**config.mk**
```make
export PLATFORM = sky130hd
export DESIGN_NAME = pmr_regs
export DESIGN_NICKNAME = d
export VERILOG_FILES = /design/src/core/pmr_pkg.sv /design/src/core/pmr_mdio_sync.sv /design/src/core/pmr_regs.sv
export SDC_FILE = /design/constraint.sdc
export NUM_CORES = 1
export LEC_CHECK = 0
export ABC_AREA = 1
export BUFFER_PORTS_ARGS = -buffer_cell sky130_fd_sc_hd__buf_2
export CORE_ASPECT_RATIO = 0.75
export CORE_MARGIN = 5
export CORE_UTILIZATION = 35
export CTS_CLUSTER_DIAMETER = 150
export CTS_CLUSTER_SIZE = 28
export DETAILED_ROUTE_END_ITERATION = 16
export GPL_ROUTABILITY_DRIVEN = 1
export PLACE_DENSITY = 0.6
export SLEW_MARGIN = 15
export SYNTH_ARGS = -nofsm -noshare
export SYNTH_HDL_FRONTEND = slang
export SYNTH_SLANG_ARGS = --single-unit
```
**constraint.sdc**
```tcl
create_clock -name clk -period 5.12 [get_ports clk]
set_input_delay 0.256 -clock clk [delete_from_list [all_inputs] [get_ports clk]]
set_output_delay 0.256 -clock clk [all_outputs]
set_load 0.05 [all_outputs]
```
**src/core/pmr_pkg.sv**
```systemverilog
// Shared constants and carrier types of the transceiver management registers
package pmr_pkg;

	// ********************************
	// Management frame
	// ********************************
	localparam logic [4:0] PHY_ADDR_A     = 5'h01;
	localparam logic [4:0] PHY_ADDR_B     = 5'h02;
	localparam logic [1:0] OP_READ        = 2'h2;
	localparam logic [1:0] OP_WRITE       = 2'h1;
	localparam int         PRE_BITS       = 32;
	localparam int         HDR_BITS       = 12;
	localparam int         DATA_BITS      = 16;

	// ********************************
	// Register addresses
	// ********************************
	localparam logic [4:0] REG_ID_UPPER   = 5'h02;
	localparam logic [4:0] REG_ID_LOWER   = 5'h03;
	localparam logic [4:0] REG_ADVERTISE  = 5'h04;
	localparam logic [4:0] REG_PARTNER    = 5'h05;
	localparam logic [4:0] REG_CABLE_DIAG = 5'h1D;
	localparam logic [4:0] REG_SPECIAL    = 5'h1F;

	// ********************************
	// Field positions
	// ********************************
	localparam int ADV_PAUSE_BIT  = 10;
	localparam int ADV_FD100_BIT  = 8;
	localparam int ADV_HD100_BIT  = 7;
	localparam int ADV_FD10_BIT   = 6;
	localparam int ADV_HD10_BIT   = 5;
	localparam logic [4:0] ADV_SELECTOR = 5'h01;
	localparam int CAB_START_BIT  = 15;
	localparam int CAB_RES_LSB    = 13;
	localparam int CAB_SHORT_BIT  = 12;
	localparam int SPC_POL_BIT    = 5;
	localparam int SPC_MDIX_BIT   = 4;
	localparam int SPC_FORCE_BIT  = 3;
	localparam int SPC_PWR_BIT    = 2;
	localparam int SPC_LOOP_BIT   = 1;
	localparam int SPC_RSV_BIT    = 0;
	localparam logic [1:0] CAB_FAILED = 2'h3;

	// ********************************
	// Timing
	// ********************************
	localparam int CLK_MHZ            = 10;
	localparam int CABLE_TIMEOUT_US   = 1000;
	localparam int CABLE_TIMEOUT_CYC  = CABLE_TIMEOUT_US * CLK_MHZ;

	// ********************************
	// Carrier types
	// ********************************
	typedef struct packed {
		logic pause;
		logic fd100;
		logic hd100;
		logic fd10;
		logic hd10;
	} pmr_adv_type;

	typedef struct packed {
		logic force_link;
		logic pwrsave_off;
		logic rem_loop;
		logic rsv0;
	} pmr_spc_type;

	typedef struct packed {
		logic lp_pause;
		logic lp_fd100;
		logic lp_hd100;
		logic lp_fd10;
		logic lp_hd10;
		logic pol_rev;
		logic mdix;
	} pmr_stat_type;

	typedef struct packed {
		logic       done;
		logic [1:0] result;
		logic       near_short_flag;
		logic [8:0] count;
	} pmr_cab_type;

	typedef struct packed {
		logic        wr;
		logic        port;
		pmr_adv_type adv;
		pmr_spc_type spc;
		logic        cab_start;
	} pmr_sw_type;

	localparam pmr_adv_type ADV_RESET = 5'h1F;
	localparam pmr_spc_type SPC_RESET = 4'h4;

	typedef enum logic [2:0] {
		ST_PRE   = 3'b000,
		ST_START = 3'b001,
		ST_HDR   = 3'b010,
		ST_TA    = 3'b011,
		ST_DATA  = 3'b100
	} pmr_state_type;

endpackage

```
**src/core/pmr_mdio_sync.sv**
```systemverilog
// Two-stage synchroniser for the management pins with clock edge detect
`timescale 1ns/1ps
module pmr_mdio_sync
(
	// Clock and reset
	input  wire logic clk,
	input  wire logic rstn,
	// Pins
	input  wire logic mdc,
	input  wire logic mdio_in,
	// Synchronised view
	output logic      mdc_rise,
	output logic      mdio_bit
);

	typedef struct packed {
		logic [1:0] mdc_s;
		logic [1:0] dat_s;
		logic       mdc_old;
		logic       rise;
	} pmr_sync_type;

	// Pins idle high, so reset to that level and no false edge follows
	localparam pmr_sync_type SYNC_IDLE = '{mdc_s: 2'h3, dat_s: 2'h3,
		mdc_old: 1'h1, rise: 1'h0};

	pmr_sync_type s_q;
	pmr_sync_type s_d;

	// Only the second stage is looked at by the edge detector
	always_comb
	begin
		s_d         = s_q;
		s_d.mdc_s   = {s_q.mdc_s[0], mdc};
		s_d.dat_s   = {s_q.dat_s[0], mdio_in};
		s_d.mdc_old = s_q.mdc_s[1];
		s_d.rise    = s_q.mdc_s[1] & ~s_q.mdc_old;
	end

	always_ff @(posedge clk)
	begin
		if (!rstn)
			s_q <= SYNC_IDLE;
		else
			s_q <= s_d;
	end

	assign mdc_rise = s_q.rise;
	assign mdio_bit = s_q.dat_s[1];

endmodule // pmr_mdio_sync

```
**src/core/pmr_regs.sv**
```systemverilog
// Management register bank and frame engine of both copper transceivers
// Behaviour
// - Register 2 returns upper identifier half, read only, writes ignored.
// - Register 3 returns lower identifier half, read only, writes ignored.
// - Advertise bit 10 is writable pause advertisement, resets to one.
// - Advertise bits 8..5 select advertised speeds and duplex, writable.
// - Advertise selector reads 00001; next page and remote fault read zero.
// - Partner bit 10 shows partner pause ability, read only, reset zero.
// - Partner bits 8..5 show partner speed abilities, read only.
// - Writing one to cable bit 15 starts a test; cleared when done.
// - Cable bit 15 low means result, short and distance are valid.
// - Result field: 00 normal, 01 open, 10 short, 11 failed.
// - Cable bit 12 reads one when the short is under ten metres.
// - Nine-bit count gives distance to fault, about 0.4 m each.
// - Only the second transceiver has the cable register at 0x1D.
// - Special bit 5 shows reversed receive polarity, 10BASE-T only.
// - Special bit 4 reads one for crossed, zero for straight wiring.
// - Special bit 3 forces link pass when one, resets zero.
// - Special bit 2 is inverted: zero enables power saving, resets one.
// - Special bit 1 enables remote loopback on the port, resets zero.
// - Remote loopback returns receive data on the same port's transmit.
// - Fields share storage with switch port registers, both paths.
`timescale 1ns/1ps
module pmr_regs
#(
	parameter logic [15:0] ID_UPPER      = 16'hA5A5, // Arbitrary value
	parameter logic [15:0] ID_LOWER      = 16'h5A50, // Arbitrary value
	parameter int          CAB_TIMEOUT   = pmr_pkg::CABLE_TIMEOUT_CYC
)
(
	// Clock and reset
	input  wire logic                        clk,
	input  wire logic                        rstn,
	// Management pins
	input  wire logic                        mdc,
	input  wire logic                        mdio_in,
	output logic                             mdio_out,
	output logic                             mdio_oe,
	// Line status of both transceivers
	input  wire pmr_pkg::pmr_stat_type [1:0] stat,
	input  wire pmr_pkg::pmr_cab_type        cab,
	// Switch port register side
	input  wire pmr_pkg::pmr_sw_type         sw,
	// Controls to the transceivers
	output pmr_pkg::pmr_adv_type [1:0]       adv_out,
	output pmr_pkg::pmr_spc_type [1:0]       spc_out,
	output logic                             cab_start
);

	localparam int TW = $clog2(CAB_TIMEOUT + 1);
	localparam logic [TW-1:0] TO_LAST = TW'(CAB_TIMEOUT - 1);

	// ********************************
	// State
	// ********************************
	typedef struct packed {
		pmr_pkg::pmr_state_type    st;
		logic [5:0]                cnt;
		logic [11:0]               hdr;
		logic [15:0]               sh;
		logic                      rd;
		logic                      wr;
		logic                      mdio_out;
		logic                      mdio_oe;
		pmr_pkg::pmr_adv_type [1:0] adv;
		pmr_pkg::pmr_spc_type [1:0] spc;
		logic                      busy;
		logic                      cab_start;
		logic [1:0]                result;
		logic                      near_short_flag;
		logic [8:0]                count;
		logic [TW-1:0]             timer;
	} pmr_core_type;

	localparam pmr_core_type CORE_RESET = '{
		st: pmr_pkg::ST_PRE, cnt: 6'h00, hdr: 12'h000, sh: 16'h0000,
		rd: 1'b0, wr: 1'b0, mdio_out: 1'b0, mdio_oe: 1'b0,
		adv: {pmr_pkg::ADV_RESET, pmr_pkg::ADV_RESET},
		spc: {pmr_pkg::SPC_RESET, pmr_pkg::SPC_RESET},
		busy: 1'b0, cab_start: 1'b0, result: 2'h0,
		near_short_flag: 1'b0, count: 9'h000, timer: '0};

	pmr_core_type s_q;
	pmr_core_type s_d;
	logic         mdc_rise;
	logic         mdio_bit;
	logic         commit_w;
	logic         load_w;
	logic [11:0]  hdr_w;
	logic [15:0]  data_w;

	pmr_mdio_sync u_sync
	(
		.clk      (clk),
		.rstn     (rstn),
		.mdc      (mdc),
		.mdio_in  (mdio_in),
		.mdc_rise (mdc_rise),
		.mdio_bit (mdio_bit)
	);

	// ********************************
	// Read data
	// ********************************
	function automatic logic [15:0] rd_word(input logic p,
		input logic [4:0] ra, input pmr_core_type q);
		logic [15:0] w;
		w = 16'h0000;
		case (ra)
			pmr_pkg::REG_ID_UPPER: w = ID_UPPER;
			pmr_pkg::REG_ID_LOWER: w = ID_LOWER;
			pmr_pkg::REG_ADVERTISE:
			begin
				w[pmr_pkg::ADV_PAUSE_BIT] = q.adv[p].pause;
				w[pmr_pkg::ADV_FD100_BIT-:4] = q.adv[p][3:0];
				w[4:0] = pmr_pkg::ADV_SELECTOR;
			end
			pmr_pkg::REG_PARTNER:
			begin
				w[pmr_pkg::ADV_PAUSE_BIT] = stat[p].lp_pause;
				w[pmr_pkg::ADV_FD100_BIT-:4] = stat[p][5:2];
			end
			pmr_pkg::REG_CABLE_DIAG:
			begin
				if (p)
				begin
					w[pmr_pkg::CAB_START_BIT] = q.busy;
					w[pmr_pkg::CAB_RES_LSB+:2] = q.result;
					w[pmr_pkg::CAB_SHORT_BIT] = q.near_short_flag;
					w[8:0] = q.count;
				end
			end
			pmr_pkg::REG_SPECIAL:
			begin
				w[pmr_pkg::SPC_POL_BIT]   = stat[p].pol_rev;
				w[pmr_pkg::SPC_MDIX_BIT]  = stat[p].mdix;
				w[pmr_pkg::SPC_FORCE_BIT] = q.spc[p].force_link;
				w[pmr_pkg::SPC_PWR_BIT]   = q.spc[p].pwrsave_off;
				w[pmr_pkg::SPC_LOOP_BIT]  = q.spc[p].rem_loop;
				w[pmr_pkg::SPC_RSV_BIT]   = q.spc[p].rsv0;
			end
			default: w = 16'h0000;
		endcase
		return w;
	endfunction

	// ********************************
	// Next state
	// ********************************
	always_comb
	begin
		s_d = s_q;
		s_d.cab_start = 1'b0;
		commit_w = 1'b0;
		load_w = 1'b0;
		hdr_w = {s_q.hdr[10:0], mdio_bit};
		data_w = {s_q.sh[14:0], mdio_bit};
		// Cable test progress; a missing answer ends as a failed test
		if (s_q.busy)
		begin
			if (cab.done)
			begin
				s_d.busy = 1'b0;
				s_d.result = cab.result;
				s_d.near_short_flag = cab.near_short_flag;
				s_d.count = cab.count;
			end
			else if (s_q.timer == TO_LAST)
			begin
				s_d.busy = 1'b0;
				s_d.result = pmr_pkg::CAB_FAILED;
				s_d.near_short_flag = 1'b0;
				s_d.count = 9'h000;
			end
			else
				s_d.timer = s_q.timer + 1'b1;
		end
		// Switch side writes first so a same-cycle frame write wins
		if (sw.wr)
		begin
			s_d.adv[sw.port] = sw.adv;
			s_d.spc[sw.port] = sw.spc;
			if (sw.cab_start && sw.port && !s_d.busy)
			begin
				s_d.busy = 1'b1;
				s_d.timer = '0;
				s_d.cab_start = 1'b1;
			end
		end
		if (mdc_rise)
		begin
			case (s_q.st)
				pmr_pkg::ST_PRE:
				begin
					s_d.mdio_oe = 1'b0;
					if (mdio_bit)
					begin
						if (s_q.cnt != 6'(pmr_pkg::PRE_BITS))
							s_d.cnt = s_q.cnt + 6'h01;
					end
					else if (s_q.cnt == 6'(pmr_pkg::PRE_BITS))
						s_d.st = pmr_pkg::ST_START;
					else
						s_d.cnt = 6'h00;
				end
				pmr_pkg::ST_START:
				begin
					s_d.cnt = 6'h00;
					s_d.st = mdio_bit ? pmr_pkg::ST_HDR : pmr_pkg::ST_PRE;
				end
				pmr_pkg::ST_HDR:
				begin
					s_d.hdr = hdr_w;
					s_d.cnt = s_q.cnt + 6'h01;
					if (s_q.cnt == 6'(pmr_pkg::HDR_BITS - 1))
					begin
						s_d.st = pmr_pkg::ST_TA;
						s_d.cnt = 6'h00;
						// Other addresses run the frame out silently
						s_d.rd = (hdr_w[11:10] == pmr_pkg::OP_READ) &&
							((hdr_w[9:5] == pmr_pkg::PHY_ADDR_A) ||
							(hdr_w[9:5] == pmr_pkg::PHY_ADDR_B));
						s_d.wr = (hdr_w[11:10] == pmr_pkg::OP_WRITE) &&
							((hdr_w[9:5] == pmr_pkg::PHY_ADDR_A) ||
							(hdr_w[9:5] == pmr_pkg::PHY_ADDR_B));
						load_w = 1'b1;
						s_d.sh = rd_word(hdr_w[9:5] == pmr_pkg::PHY_ADDR_B,
							hdr_w[4:0], s_q);
					end
				end
				pmr_pkg::ST_TA:
				begin
					s_d.cnt = 6'h01;
					if (s_q.cnt == 6'h00)
					begin
						// Second turnaround bit is driven low on reads
						s_d.mdio_oe = s_q.rd;
						s_d.mdio_out = 1'b0;
					end
					else
					begin
						s_d.st = pmr_pkg::ST_DATA;
						s_d.cnt = 6'h00;
						if (s_q.rd)
						begin
							s_d.mdio_out = s_q.sh[15];
							s_d.sh = {s_q.sh[14:0], 1'b0};
						end
					end
				end
				pmr_pkg::ST_DATA:
				begin
					s_d.cnt = s_q.cnt + 6'h01;
					if (s_q.rd)
					begin
						s_d.mdio_out = s_q.sh[15];
						s_d.sh = {s_q.sh[14:0], 1'b0};
					end
					else
						s_d.sh = data_w;
					if (s_q.cnt == 6'(pmr_pkg::DATA_BITS - 1))
					begin
						s_d.st = pmr_pkg::ST_PRE;
						s_d.cnt = 6'h00;
						s_d.mdio_oe = 1'b0;
						s_d.mdio_out = 1'b0;
						s_d.rd = 1'b0;
						s_d.wr = 1'b0;
						commit_w = s_q.wr;
					end
				end
				default:
				begin
					s_d.st = pmr_pkg::ST_PRE;
					s_d.mdio_oe = 1'b0;
				end
			endcase
		end
		// Frame write lands in the shared storage; read-only words ignore it
		if (commit_w)
		begin
			case (s_q.hdr[4:0])
				pmr_pkg::REG_ADVERTISE:
					s_d.adv[s_q.hdr[9:5] == pmr_pkg::PHY_ADDR_B] = {
						data_w[pmr_pkg::ADV_PAUSE_BIT],
						data_w[pmr_pkg::ADV_FD100_BIT-:4]};
				pmr_pkg::REG_SPECIAL:
					s_d.spc[s_q.hdr[9:5] == pmr_pkg::PHY_ADDR_B] =
						data_w[pmr_pkg::SPC_FORCE_BIT-:4];
				pmr_pkg::REG_CABLE_DIAG:
				begin
					if ((s_q.hdr[9:5] == pmr_pkg::PHY_ADDR_B) &&
						data_w[pmr_pkg::CAB_START_BIT] && !s_d.busy)
					begin
						s_d.busy = 1'b1;
						s_d.timer = '0;
						s_d.cab_start = 1'b1;
					end
				end
				default: s_d.busy = s_d.busy;
			endcase
		end
	end

	always_ff @(posedge clk)
	begin
		if (!rstn)
			s_q <= CORE_RESET;
		else
			s_q <= s_d;
	end

	// ********************************
	// Outputs
	// ********************************
	assign mdio_out  = s_q.mdio_out;
	assign mdio_oe   = s_q.mdio_oe;
	assign adv_out   = s_q.adv;
	assign spc_out   = s_q.spc;
	assign cab_start = s_q.cab_start;
endmodule // pmr_regs

```
==> metrics.txt, run 1 <==
# TYPE chip_impl_metric gauge
chip_impl_info{name="most-common-layout-cells",value="206 x nand2_1, 93 x nor2_1, 92 x dfxtp_1"} 1
chip_impl_metric{name="die_width",unit="um"} 150
chip_impl_metric{name="cts.htree.levels",unit=""} 3
chip_impl_metric{name="vias_per_cell",unit=""} 4.75
chip_impl_metric{name="drive_above_1_share",unit="%"} 14.4
chip_impl_metric{name="slew_viol_final",unit=""} 0
chip_impl_metric{name="clk_transition_reported_paths",unit="ns"} 0.07
chip_impl_metric{name="drc",unit=""} 0
chip_impl_metric{name="async_flop_share",unit="%"} 0
chip_impl_metric{name="grt-ovfl-total",unit=""} 0
chip_impl_metric{name="antenna_left",unit=""} 0
chip_impl_metric{name="drt-initial-drc-count",unit=""} 361
chip_impl_metric{name="tritoncts.num_buffers",unit=""} 9
chip_impl_info{name="timing.critical_path.cells",value="nor3_4 -> nand2_1 -> nand2_2 -> nand3_4 -> inv_2 -> nand2_1 -> o21ai_0 -> nor2_1"} 1
chip_impl_info{name="cp-startpoint",value="s_q[86]"} 1
chip_impl_metric{name="clock_sink_count",unit=""} 92
chip_impl_metric{name="cp_data_required_time",unit="ns"} 5.31
chip_impl_metric{name="timing.clock.skew",unit="ns"} 0.00809
chip_impl_info{name="yosys.area.top_type",value="dfxtp_1"} 1
chip_impl_metric{name="io_pins",unit=""} 64
chip_impl_metric{name="core_area",unit="um2"} 14400
chip_impl_info{name="setup.worst_path.end_class",value="register"} 1
chip_impl_metric{name="summed_instance_area_of_the_synthesized_netlist",unit="um2"} 5130
chip_impl_info{name="crit_slowest_cell",value="dfxtp_1"} 1
chip_impl_info{name="crit-reg2reg-capture",value="s_q[65]"} 1
chip_impl_metric{name="placed_cell_count",unit=""} 1010
chip_impl_metric{name="initial_core_utilization",unit="%"} 35.6
chip_impl_metric{name="cts_hold_repair.buffers",unit=""} 0
chip_impl_metric{name="max_slew.worst_pin.slew",unit="ns"} 1.01
chip_impl_metric{name="grt_first_pass_wirelength",unit="mm"} 22.2
chip_impl_metric{name="grt.total_usage",unit="%"} 16.0
chip_impl_metric{name="synthesis_stage_register_bit_count",unit=""} 92
chip_impl_metric{name="dieArea",unit="um2"} 17200
chip_impl_metric{name="rows",unit=""} 38
chip_impl_info{name="clockRootBuffer",value="clkbuf_16"} 1
chip_impl_metric{name="power_leakage",unit="nW"} 2.59
chip_impl_metric{name="synth.avg_cell_area",unit="um2"} 6.53
chip_impl_metric{name="cp_slowest_stage_delay",unit="ns"} 0.43
chip_impl_metric{name="worst-endpoint-arrival",unit="ns"} 2.35
chip_impl_metric{name="rr_worst_depth",unit=""} 8
chip_impl_metric{name="max_slew_margin",unit="%"} 32.5
chip_impl_metric{name="p_total",unit="W"} 0.00150
chip_impl_info{name="outcome",value="finished clean"} 1
chip_impl_metric{name="syn_inst",unit=""} 786
chip_impl_metric{name="timing.final.crit_period",unit="ns"} 2.16
chip_impl_info{name="critPathLaunchType",value="register"} 1
chip_impl_metric{name="route.final.wire_length",unit="mm"} 13.5
chip_impl_metric{name="yosysWarningCount",unit=""} 0
chip_impl_metric{name="cp_max_fo",unit=""} 25
chip_impl_info{name="critical_path_class",value="reg -> reg"} 1
chip_impl_metric{name="hold_violations",unit=""} 0
chip_impl_metric{name="areaGrowthSynthToFinish",unit="%"} 11.8
chip_impl_metric{name="final-instance-count-excl-fill",unit=""} 1026
chip_impl_metric{name="hold_ws",unit="ns"} 0.0938
chip_impl_info{name="timing.rr.start",value="s_q[86]"} 1
chip_impl_metric{name="worstSkewPairLatency",unit="ns"} 0.34
chip_impl_metric{name="post_drt_wl_per_cell",unit="um"} 13.1
chip_impl_metric{name="max_freq",unit="MHz"} 463
chip_impl_info{name="ys_dominant_reg_cell",value="dfxtp_1"} 1
chip_impl_metric{name="grt_antenna_before_repair",unit=""} 0
chip_impl_metric{name="r2r_slack",unit="ns"} 2.96
chip_impl_metric{name="pin_count_of_the_biggest_net_entering_global_routing",unit=""} 53
chip_impl_info{name="cts_tree",value="built"} 1
chip_impl_metric{name="max-clock-path-buffers",unit=""} 2
chip_impl_info{name="timing.critical_path.mode_cell",value="nand2_1"} 1
chip_impl_metric{name="synth_edf_count",unit=""} 0
chip_impl_metric{name="final.setup.tns",unit="ns"} 0
chip_impl_info{name="leading_post_synthesis_cells_by_cell_area",value="dfxtp_1 36%, nand2_1 15%, nor2_1 6.8%"} 1
chip_impl_metric{name="netlist.area_leader.share",unit="%"} 35.9
chip_impl_metric{name="fin_crit_sh",unit="%"} 42.2
chip_impl_info{name="mostFrequentLayoutCell",value="nand2_1"} 1
chip_impl_metric{name="buffer_ports.inserted",unit=""} 63
chip_impl_metric{name="seq_area_frac_synth",unit="%"} 35.9
chip_impl_metric{name="layout.nets",unit=""} 867
chip_impl_metric{name="power_density",unit="nW/um2"} 261
chip_impl_metric{name="max_cap_violations",unit=""} 0
chip_impl_metric{name="first_global_vias",unit=""} 4362
chip_impl_metric{name="ir_drop",unit="V"} 0.000151
chip_impl_metric{name="post-cts-setup-buffer-count",unit=""} 0
chip_impl_info{name="rsz0062_at_grt",value="no"} 1
chip_impl_metric{name="final_weighted_congestion_of_routability_driven_global_placement",unit=""} 0.839
chip_impl_metric{name="dr_total_vias",unit=""} 4874
chip_impl_metric{name="dr.pass1.iters",unit=""} 5
chip_impl_metric{name="place_hpwl",unit="mm"} 10.0
chip_impl_metric{name="post_cts_resized",unit=""} 0
chip_impl_metric{name="fp.dieH",unit="um"} 115
chip_impl_metric{name="diodes",unit=""} 0
chip_impl_metric{name="count_of_different_cell_masters_after_synthesis",unit=""} 36
chip_impl_metric{name="finalSetupViolations",unit=""} 0
chip_impl_metric{name="layout.core_utilization",unit="%"} 39.9
chip_impl_info{name="timing.critical_path.to",value="s_q[65]"} 1
chip_impl_metric{name="mappedNetlistNets",unit=""} 832
chip_impl_info{name="hold_path.class",value="in -> reg"} 1
## worst min path at each step
| stage | depth (start not counted) | from | endpoint | slack [ns] |
|---|---|---|---|---|
| after CTS | 2 | mdc | u_sync.s_d[5] | 0.08 |
| after global routing | 2 | mdio_in | u_sync.s_d[3] | 0.09 |
| after global placement | 1 | u_sync.s_q[1] | u_sync.mdc_rise | 0.38 |
| after detailed placement | 1 | u_sync.s_q[1] | u_sync.mdc_rise | 0.38 |
| after floorplan | 1 | mdio_in | u_sync.s_d[3] | 0.36 |
| final | 2 | mdc | u_sync.s_d[5] | 0.09 |
## per-stage QoR
| stage | instance area [um2] | worst slack (ns) |
|---|---|---|
| after floorplan | 5130 | 3.51 |
| after global placement | 5450 | 3.03 |
| after detailed placement | 5450 | 2.99 |
| after CTS | 5740 | 2.99 |
| after global routing | 5740 | 2.74 |
| final | 5740 | 2.96 |
## cells by family (layout without fill, tap and decap cells)
logic type | Yosys count | after routing | synth area share (%)
AND/OR/NAND/NOR | 425 | 425 | 36.8
multiplexers | 1 | 1 | 0.219
adder cells (fa/ha/maj) | 3 | 3 | 0.731
flip-flops | 92 | 92 | 35.9
XOR/XNOR | 8 | 8 | 1.36
buffers and inverters | 133 | 173 | 11.8
AO/OA/AOI/OAI | 124 | 124 | 13.2
## layout make-up
| type | instances | area [um2] |
|---|---|---|
| timing repair buffer | 64 | 323 |
| fill | 1581 | 8660 |
| clock inverter | 2 | 17.5 |
| tap | 200 | 250 |
| multi-input combinational | 561 | 2690 |
| sequential | 92 | 1840 |
| inverter | 93 | 349 |
| clock buffer | 14 | 274 |
## cell usage after synthesis, drive strengths merged (3+ instances only)
cell type  count
or2            5
nand3         72
clkbuf         9
inv           92
xor2           8
ha             3
a21oi         57
buf           31
dfxtp         92
nor3          10
o211ai        14
nor2         106
nand2        216
nand4         15
o21ai         48
## worst max-delay path, delay by kind of cell, from the launching register on
family                 cells  cell delay (ns)
AND/OR/NAND/NOR            6             1.28
flip-flops                 1             0.43
buffers and inverters      1             0.20
AO/OA/AOI/OAI              1             0.08
## where the power goes
part | internal (W) | total, W | switching, W | leakage [nW]
combinational | 0.0000356 | 0.000110 | 0.0000747 | 1.70
sequential | 0.000728 | 0.000737 | 0.00000897 | 0.745
clock | 0.000372 | 0.000651 | 0.000279 | 0.143
## sequential cells by signal, summed over array words and instances (netlist names)
| register | count |
|---|---|
| mdio_oe | 1 |
| spc_out | 8 |
| cab_start | 1 |
| data_w | 15 |
| s_q | 39 |
| adv_out | 10 |
| u_sync.s_q | 1 |
| u_sync.mdio_bit | 1 |
| hdr_w | 11 |
| mdio_out | 1 |
| u_sync.s_d | 3 |
| u_sync.mdc_rise | 1 |
## layer usage
layer	share of wire [%]	global-route usage [%]
met1	54	25.3
met2	38	21.9
met3	7.1	3.70
met5	0	0
met4	0.69	2.74
Power figures use the tool's default switching activity.
==> inputs of run 2 (changes only) <==
==> constraint.sdc (replaced) <==
create_clock -name clk -period 1.99 [get_ports clk]
set_input_delay 0.0995 -clock clk [delete_from_list [all_inputs] [get_ports clk]]
set_output_delay 0.0995 -clock clk [all_outputs]
set_load 0.05 [all_outputs]
==> metrics.txt, run 2 (synthesis results as in run 1) <==
# TYPE chip_impl_metric gauge
chip_impl_info{name="largest-register",value="s_q"} 1
chip_impl_metric{name="max_freq",unit="MHz"} 539
chip_impl_info{name="setup.worst_path.end_class",value="register"} 1
chip_impl_metric{name="rows",unit=""} 38
chip_impl_info{name="cp-startpoint",value="s_q[78]"} 1
chip_impl_metric{name="grt.total_usage",unit="%"} 16.9
chip_impl_metric{name="max_slew_margin",unit="%"} 53.8
chip_impl_info{name="crit_slowest_cell",value="dfxtp_1"} 1
chip_impl_metric{name="drive_above_1_share",unit="%"} 16.7
chip_impl_info{name="timing.critical_path.to",value="adv_out[8]"} 1
chip_impl_metric{name="power.share.combinational",unit="%"} 7.7
chip_impl_metric{name="power_frac_seq",unit="%"} 47.7
chip_impl_metric{name="antenna_left",unit=""} 0
chip_impl_metric{name="rr_worst_depth",unit=""} 10
chip_impl_metric{name="placement.cell_area",unit="um2"} 5580
chip_impl_metric{name="timing.final.crit_period",unit="ns"} 1.86
chip_impl_info{name="timing.rr.start",value="s_q[78]"} 1
chip_impl_metric{name="placed_cell_count",unit=""} 1027
chip_impl_info{name="critPathLaunchType",value="register"} 1
chip_impl_metric{name="fp.dieH",unit="um"} 115
chip_impl_metric{name="drc",unit=""} 0
chip_impl_info{name="hp-start",value="cab[0]"} 1
chip_impl_info{name="outcome",value="finished clean"} 1
chip_impl_info{name="cts_tree",value="built"} 1
chip_impl_metric{name="slew_viol_final",unit=""} 0
chip_impl_metric{name="cp_slowest_stage_delay",unit="ns"} 0.37
chip_impl_metric{name="fillCellCount",unit=""} 1561
chip_impl_metric{name="first_global_vias",unit=""} 4574
chip_impl_metric{name="drt-initial-drc-count",unit=""} 483
chip_impl_metric{name="timing.clock.skew",unit="ns"} 0.00678
chip_impl_metric{name="power.net_switching",unit="W"} 0.000949
chip_impl_metric{name="buffer_ports.inserted",unit=""} 63
chip_impl_metric{name="final.setup.tns",unit="ns"} 0
chip_impl_metric{name="netSwitchingFraction",unit="%"} 23.9
chip_impl_metric{name="die_width",unit="um"} 150
chip_impl_metric{name="max_slew.worst_pin.slew",unit="ns"} 0.692
chip_impl_metric{name="final-instance-count-excl-fill",unit=""} 1048
chip_impl_metric{name="grt_antenna_before_repair",unit=""} 0
chip_impl_metric{name="diodes",unit=""} 0
chip_impl_metric{name="dieArea",unit="um2"} 17200
chip_impl_info{name="rsz0062_at_grt",value="yes"} 1
chip_impl_metric{name="max-clock-path-buffers",unit=""} 2
chip_impl_info{name="crit-reg2reg-capture",value="adv_out[8]"} 1
chip_impl_metric{name="dr.pass1.iters",unit=""} 5
chip_impl_info{name="critical_path_class",value="reg -> reg"} 1
chip_impl_metric{name="critical_path.n_buffers_inverters",unit=""} 0
chip_impl_info{name="clockRootBuffer",value="clkbuf_16"} 1
chip_impl_metric{name="power_density",unit="nW/um2"} 667
chip_impl_metric{name="io_pins",unit=""} 64
chip_impl_metric{name="layout.nets",unit=""} 889
chip_impl_metric{name="clk_transition_reported_paths",unit="ns"} 0.06
chip_impl_metric{name="worstSkewPairLatency",unit="ns"} 0.34
chip_impl_metric{name="vias_per_cell",unit=""} 4.78
chip_impl_metric{name="design_area_final",unit="um2"} 5960
chip_impl_metric{name="worst_slack",unit="ns"} 0.134
chip_impl_metric{name="r2r_slack",unit="ns"} 0.13
chip_impl_metric{name="fin_crit_sh",unit="%"} 93.3
chip_impl_metric{name="cp_data_required_time",unit="ns"} 2.18
chip_impl_metric{name="p_clk_share",unit="%"} 44.6
chip_impl_metric{name="core_area",unit="um2"} 14400
chip_impl_metric{name="max_cap_violations",unit=""} 0
chip_impl_metric{name="pre_cts_slack",unit="ns"} 0.178
chip_impl_info{name="crit_family",value="simple AND/OR/NAND/NOR gates"} 1
chip_impl_metric{name="cts.htree.levels",unit=""} 3
chip_impl_metric{name="initial_core_utilization",unit="%"} 35.6
chip_impl_metric{name="final_weighted_congestion_of_routability_driven_global_placement",unit=""} 0.863
chip_impl_metric{name="areaGrowthSynthToFinish",unit="%"} 16.0
chip_impl_metric{name="layout.core_utilization",unit="%"} 41.3
chip_impl_metric{name="grt-ovfl-total",unit=""} 0
chip_impl_metric{name="place_hpwl",unit="mm"} 10.7
chip_impl_metric{name="pin_count_of_the_biggest_net_entering_global_routing",unit=""} 52
chip_impl_metric{name="route.final.wire_length",unit="mm"} 14.3
chip_impl_metric{name="path_depth",unit=""} 10
chip_impl_metric{name="hold_violations",unit=""} 0
chip_impl_metric{name="internal_power",unit="W"} 0.00303
chip_impl_metric{name="grt_first_pass_wirelength",unit="mm"} 23.3
chip_impl_metric{name="largest_register_ffs",unit=""} 39
chip_impl_metric{name="clock_sink_count",unit=""} 92
chip_impl_info{name="mostFrequentLayoutCell",value="nand2_1"} 1
chip_impl_info{name="timing.critical_path.mode_cell",value="nand2_1"} 1
chip_impl_metric{name="dr_total_vias",unit=""} 5011
chip_impl_metric{name="area.sequential",unit="um2"} 1840
chip_impl_metric{name="tritoncts.num_buffers",unit=""} 9
chip_impl_metric{name="worst-endpoint-arrival",unit="ns"} 2.05
chip_impl_metric{name="power_leakage",unit="nW"} 2.69
chip_impl_metric{name="finalSetupViolations",unit=""} 0
chip_impl_metric{name="post_drt_wl_per_cell",unit="um"} 13.6
chip_impl_info{name="timing.critical_path.cells",value="ha_2 -> nand2_1 -> nor2_4 -> nand2_2 -> nor2_4 -> nand2_1 -> nor2_2 -> nand2_1 -> o211ai_1 -> nand3_1"} 1
chip_impl_info{name="hold_path.class",value="in -> reg"} 1
chip_impl_metric{name="ir_drop",unit="V"} 0.000362
chip_impl_metric{name="cp_max_fo",unit=""} 6
chip_impl_metric{name="multi_input_comb_area",unit="um2"} 2710
chip_impl_info{name="most-common-layout-cells",value="204 x nand2_1, 92 x nor2_1, 92 x dfxtp_1"} 1
## run 2: power by group through the flow
| stage | Combinational [W] | Sequential, W | Clock, W |
|---|---|---|---|
| 2_1_floorplan | 0.000217 | 0.00193 | 0 |
| 3_3_place_gp | 0.000293 | 0.00194 | 0 |
| 3_5_place_dp | 0.000295 | 0.00194 | 0 |
| 4_1_cts | 0.000304 | 0.00190 | 0.00181 |
| 5_1_grt | 0.000339 | 0.00190 | 0.00190 |
| 6_report | 0.000305 | 0.00190 | 0.00177 |
## run 2: stage by stage
stage | total power [W] | hold WS (ns)
5_1_grt | 0.00414 | 0.0138
6_report | 0.00397 | 0.0151
3_3_place_gp | 0.00223 | 0.285
2_1_floorplan | 0.00215 | 0.206
3_5_place_dp | 0.00223 | 0.287
4_1_cts | 0.00401 | 0.00486
## run 2: cell type report
class,instances,area share (%)
well taps,200,4.20
multi-input cells,561,45.5
inverters,93,5.86
clock buffers,13,4.37
flip-flops and latches,92,30.9
repair buffers,86,8.40
clock inverters,3,0.735
## run 2: tightest hold or removal path, cell delays in order
cell and delay [ns]:
buf_2 0.09, nand2_1 0.05, a21oi_1 0.05
## run 2: routing by layer
layer	global-route usage [%]	wire, um
met5	0	0
met4	3.17	76
met3	3.74	829
met2	22.7	5340
met1	27.1	8050
## run 2: worst min-delay path by stage
stage                          to  slack [ns]  cells after the start
floorplan           u_sync.s_d[3]        0.21                      1
global placement    u_sync.s_d[5]        0.29                      2
detailed placement  u_sync.s_d[3]        0.29                      2
CTS                       s_q[15]       0.005                      3
global route              s_q[21]        0.01                      3
finish                    s_q[14]        0.02                      3
## run 2: what timing repair did
item	in CTS	in global routing
resized for setup	0	8
hold endpoints to repair	5	0
hold buffers	5	0
setup buffers	0	0
endpoints found under the setup margin	0	18
==> inputs of run 3 (changes only) <==
--- a/config.mk
+++ b/config.mk
@@ -8,7 +8,6 @@
 export ABC_AREA = 1
 export BUFFER_PORTS_ARGS = -buffer_cell sky130_fd_sc_hd__buf_2
 export CORE_ASPECT_RATIO = 0.75
-export CORE_MARGIN = 5
 export CORE_UTILIZATION = 35
 export CTS_CLUSTER_DIAMETER = 150
 export CTS_CLUSTER_SIZE = 28
==> constraint.sdc (replaced) <==
create_clock -name clk -period 1.99 [get_ports clk]
set_input_delay 0.199 -clock clk [delete_from_list [all_inputs] [get_ports clk]]
set_output_delay 0.199 -clock clk [all_outputs]
set_load 0.05 [all_outputs]
==> metrics.txt, run 3 (synthesis results as in run 1) <==
# TYPE chip_impl_metric gauge
chip_impl_metric{name="power_density",unit="nW/um2"} 641
chip_impl_metric{name="buffer_ports.inserted",unit=""} 63
chip_impl_metric{name="pin_count_of_the_biggest_net_entering_global_routing",unit=""} 52
chip_impl_metric{name="first_global_vias",unit=""} 4418
chip_impl_metric{name="design_area_final",unit="um2"} 5890
chip_impl_metric{name="core_area",unit="um2"} 14000
chip_impl_metric{name="largest_register_ffs",unit=""} 39
chip_impl_metric{name="timing.clock.skew",unit="ns"} 0.00455
chip_impl_metric{name="dr.pass1.iters",unit=""} 5
chip_impl_metric{name="slew_viol_final",unit=""} 0
chip_impl_info{name="hold_path.class",value="in -> reg"} 1
chip_impl_metric{name="power_leakage",unit="nW"} 2.67
chip_impl_metric{name="placement.cell_area",unit="um2"} 5560
chip_impl_info{name="rsz0062_at_grt",value="yes"} 1
chip_impl_metric{name="fin_crit_sh",unit="%"} 89.9
chip_impl_metric{name="max_slew_margin",unit="%"} 59.5
chip_impl_info{name="clockRootBuffer",value="clkbuf_16"} 1
chip_impl_metric{name="drive_above_1_share",unit="%"} 16.8
chip_impl_metric{name="post_drt_wl_per_cell",unit="um"} 13.3
chip_impl_metric{name="cp_max_fo",unit=""} 13
chip_impl_metric{name="worst-endpoint-arrival",unit="ns"} 2.02
chip_impl_info{name="crit_slowest_cell",value="dfxtp_1"} 1
chip_impl_info{name="largest-register",value="s_q"} 1
chip_impl_metric{name="worstSkewPairLatency",unit="ns"} 0.34
chip_impl_metric{name="cp_slowest_stage_delay",unit="ns"} 0.35
chip_impl_info{name="critical_path_class",value="reg -> reg"} 1
chip_impl_metric{name="initial_core_utilization",unit="%"} 36.6
chip_impl_metric{name="max_cap_violations",unit=""} 0
chip_impl_metric{name="clk_transition_reported_paths",unit="ns"} 0.06
chip_impl_info{name="mostFrequentLayoutCell",value="nand2_1"} 1
chip_impl_metric{name="grt.total_usage",unit="%"} 19.3
chip_impl_metric{name="ir_drop",unit="V"} 0.000439
chip_impl_metric{name="cts.htree.levels",unit=""} 3
chip_impl_metric{name="grt-ovfl-total",unit=""} 0
chip_impl_info{name="crit_family",value="simple AND/OR/NAND/NOR gates"} 1
chip_impl_metric{name="vias_per_cell",unit=""} 4.84
chip_impl_info{name="timing.critical_path.mode_cell",value="nand2_1"} 1
chip_impl_metric{name="dr_total_vias",unit=""} 5027
chip_impl_metric{name="drc",unit=""} 0
chip_impl_metric{name="hold_violations",unit=""} 0
chip_impl_metric{name="diodes",unit=""} 0
chip_impl_metric{name="cts_hold_repair.buffers",unit=""} 0
chip_impl_info{name="outcome",value="finished clean"} 1
chip_impl_metric{name="max_freq",unit="MHz"} 559
chip_impl_metric{name="antenna_left",unit=""} 0
chip_impl_metric{name="rows",unit=""} 37
chip_impl_metric{name="max-clock-path-buffers",unit=""} 2
chip_impl_metric{name="fp.dieH",unit="um"} 107
chip_impl_metric{name="final_weighted_congestion_of_routability_driven_global_placement",unit=""} 0.844
chip_impl_info{name="cts_tree",value="built"} 1
chip_impl_metric{name="layout.core_utilization",unit="%"} 42.0
chip_impl_metric{name="place_hpwl",unit="mm"} 10.5
chip_impl_metric{name="clock_sink_count",unit=""} 92
chip_impl_info{name="critPathLaunchType",value="register"} 1
chip_impl_metric{name="drt-initial-drc-count",unit=""} 397
chip_impl_metric{name="dieArea",unit="um2"} 15200
chip_impl_metric{name="fillCellCount",unit=""} 1506
chip_impl_metric{name="finalSetupViolations",unit=""} 0
chip_impl_metric{name="layout.nets",unit=""} 886
chip_impl_metric{name="timing.final.crit_period",unit="ns"} 1.79
chip_impl_metric{name="grt_antenna_before_repair",unit=""} 0
chip_impl_metric{name="tritoncts.num_buffers",unit=""} 9
chip_impl_info{name="most-common-layout-cells",value="203 x nand2_1, 92 x nor2_1, 90 x dfxtp_1"} 1
chip_impl_metric{name="grt_first_pass_wirelength",unit="mm"} 22.9
chip_impl_metric{name="areaGrowthSynthToFinish",unit="%"} 14.7
chip_impl_metric{name="max_slew.worst_pin.slew",unit="ns"} 0.606
chip_impl_metric{name="io_pins",unit=""} 64
chip_impl_metric{name="critical_path.n_buffers_inverters",unit=""} 0
chip_impl_info{name="setup.worst_path.end_class",value="register"} 1
chip_impl_metric{name="die_width",unit="um"} 142
chip_impl_info{name="timing.critical_path.cells",value="ha_1 -> nand2_1 -> nor2_4 -> nand2_2 -> nor2_4 -> nand2_1 -> nor2_2 -> nand2_1 -> nand2_1 -> nand2_2 -> nand2_8 -> nor2_1"} 1
chip_impl_metric{name="route.final.wire_length",unit="mm"} 13.9
chip_impl_metric{name="cp_data_required_time",unit="ns"} 2.22
==> run 3: changes by cell type in the layout (fill, tap and decap cells not counted), sizes merged <==
cell and delta:
dlygate4sd3 -5, clkbuf +1, inv -1, bufinv -1
buf +2
==> run 3: layout make-up <==
cell class / instances / area [um2] / area share, %
Clock buffer: 14 / 254 / 4.31
Clock inverter: 1 / 8.76 / 0.149
Inverter: 93 / 349 / 5.93
Multi-Input combinational cell: 561 / 2710 / 46.0
Sequential cell: 92 / 1840 / 31.3
Tap cell: 195 / 244 / 4.14
Timing Repair Buffer: 83 / 478 / 8.12
==> run 3: where the power goes <==
part / leakage, nW / internal (W) / switching, W
clock network: 0.127 / 0.000879 / 0.000700
logic: 1.79 / 0.000101 / 0.000198
registers: 0.746 / 0.00187 / 0.0000239
==> run 3: worst reg2reg max path, delay by kind of cell, from the launching register on <==
kind / cells / cell delay, ns
simple gates: 11 / 1.14
flops: 1 / 0.35
fa+ha+maj: 1 / 0.19
==> run 3: worst paths after layout <==
check           startpoint         endpoint  slack, ns  cells after the start
max                s_q[79]           s_q[9]       0.20                     12
min                    mdc    u_sync.s_d[5]       0.04                      2
max reg2reg        s_q[79]           s_q[9]       0.20                     12
min reg2reg  u_sync.s_q[1]  u_sync.mdc_rise       0.40                      1
==> run 3: stage by stage <==
| step | instances | hold WS, ns | power [W] | setup TNS (ns) | worst slack, ns |
|---|---|---|---|---|---|
| after floorplan | 786 | 0.306 | 0.00215 | 0 | 0.379 |
| after global placement | 1021 | 0.380 | 0.00223 | 0 | 0.185 |
| after detailed placement | 1021 | 0.387 | 0.00223 | 0 | 0.142 |
| after CTS | 1036 | 0.0333 | 0.00381 | 0 | 0.127 |
| after global routing | 1039 | 0.0427 | 0.00393 | -0.00423 | -0.00423 |
| final | 1039 | 0.0406 | 0.00378 | 0 | 0.201 |
==> run 3: what timing repair did <==
item,CTS,global route
setup buffers,0,3
resized for setup,0,9
endpoints found under the setup margin,0,18
==> run 3: metal layers <==
layer | wire length, um | up-vias | global-route usage (%)
met3 | 926 | 11 | 4.42
met2 | 5110 | 160 | 25.5
met1 | 7740 | 2243 | 31.1
li1 | - | 2613 | -
met5 | 0 | - | 0
met4 | 84 | 0 | 3.23
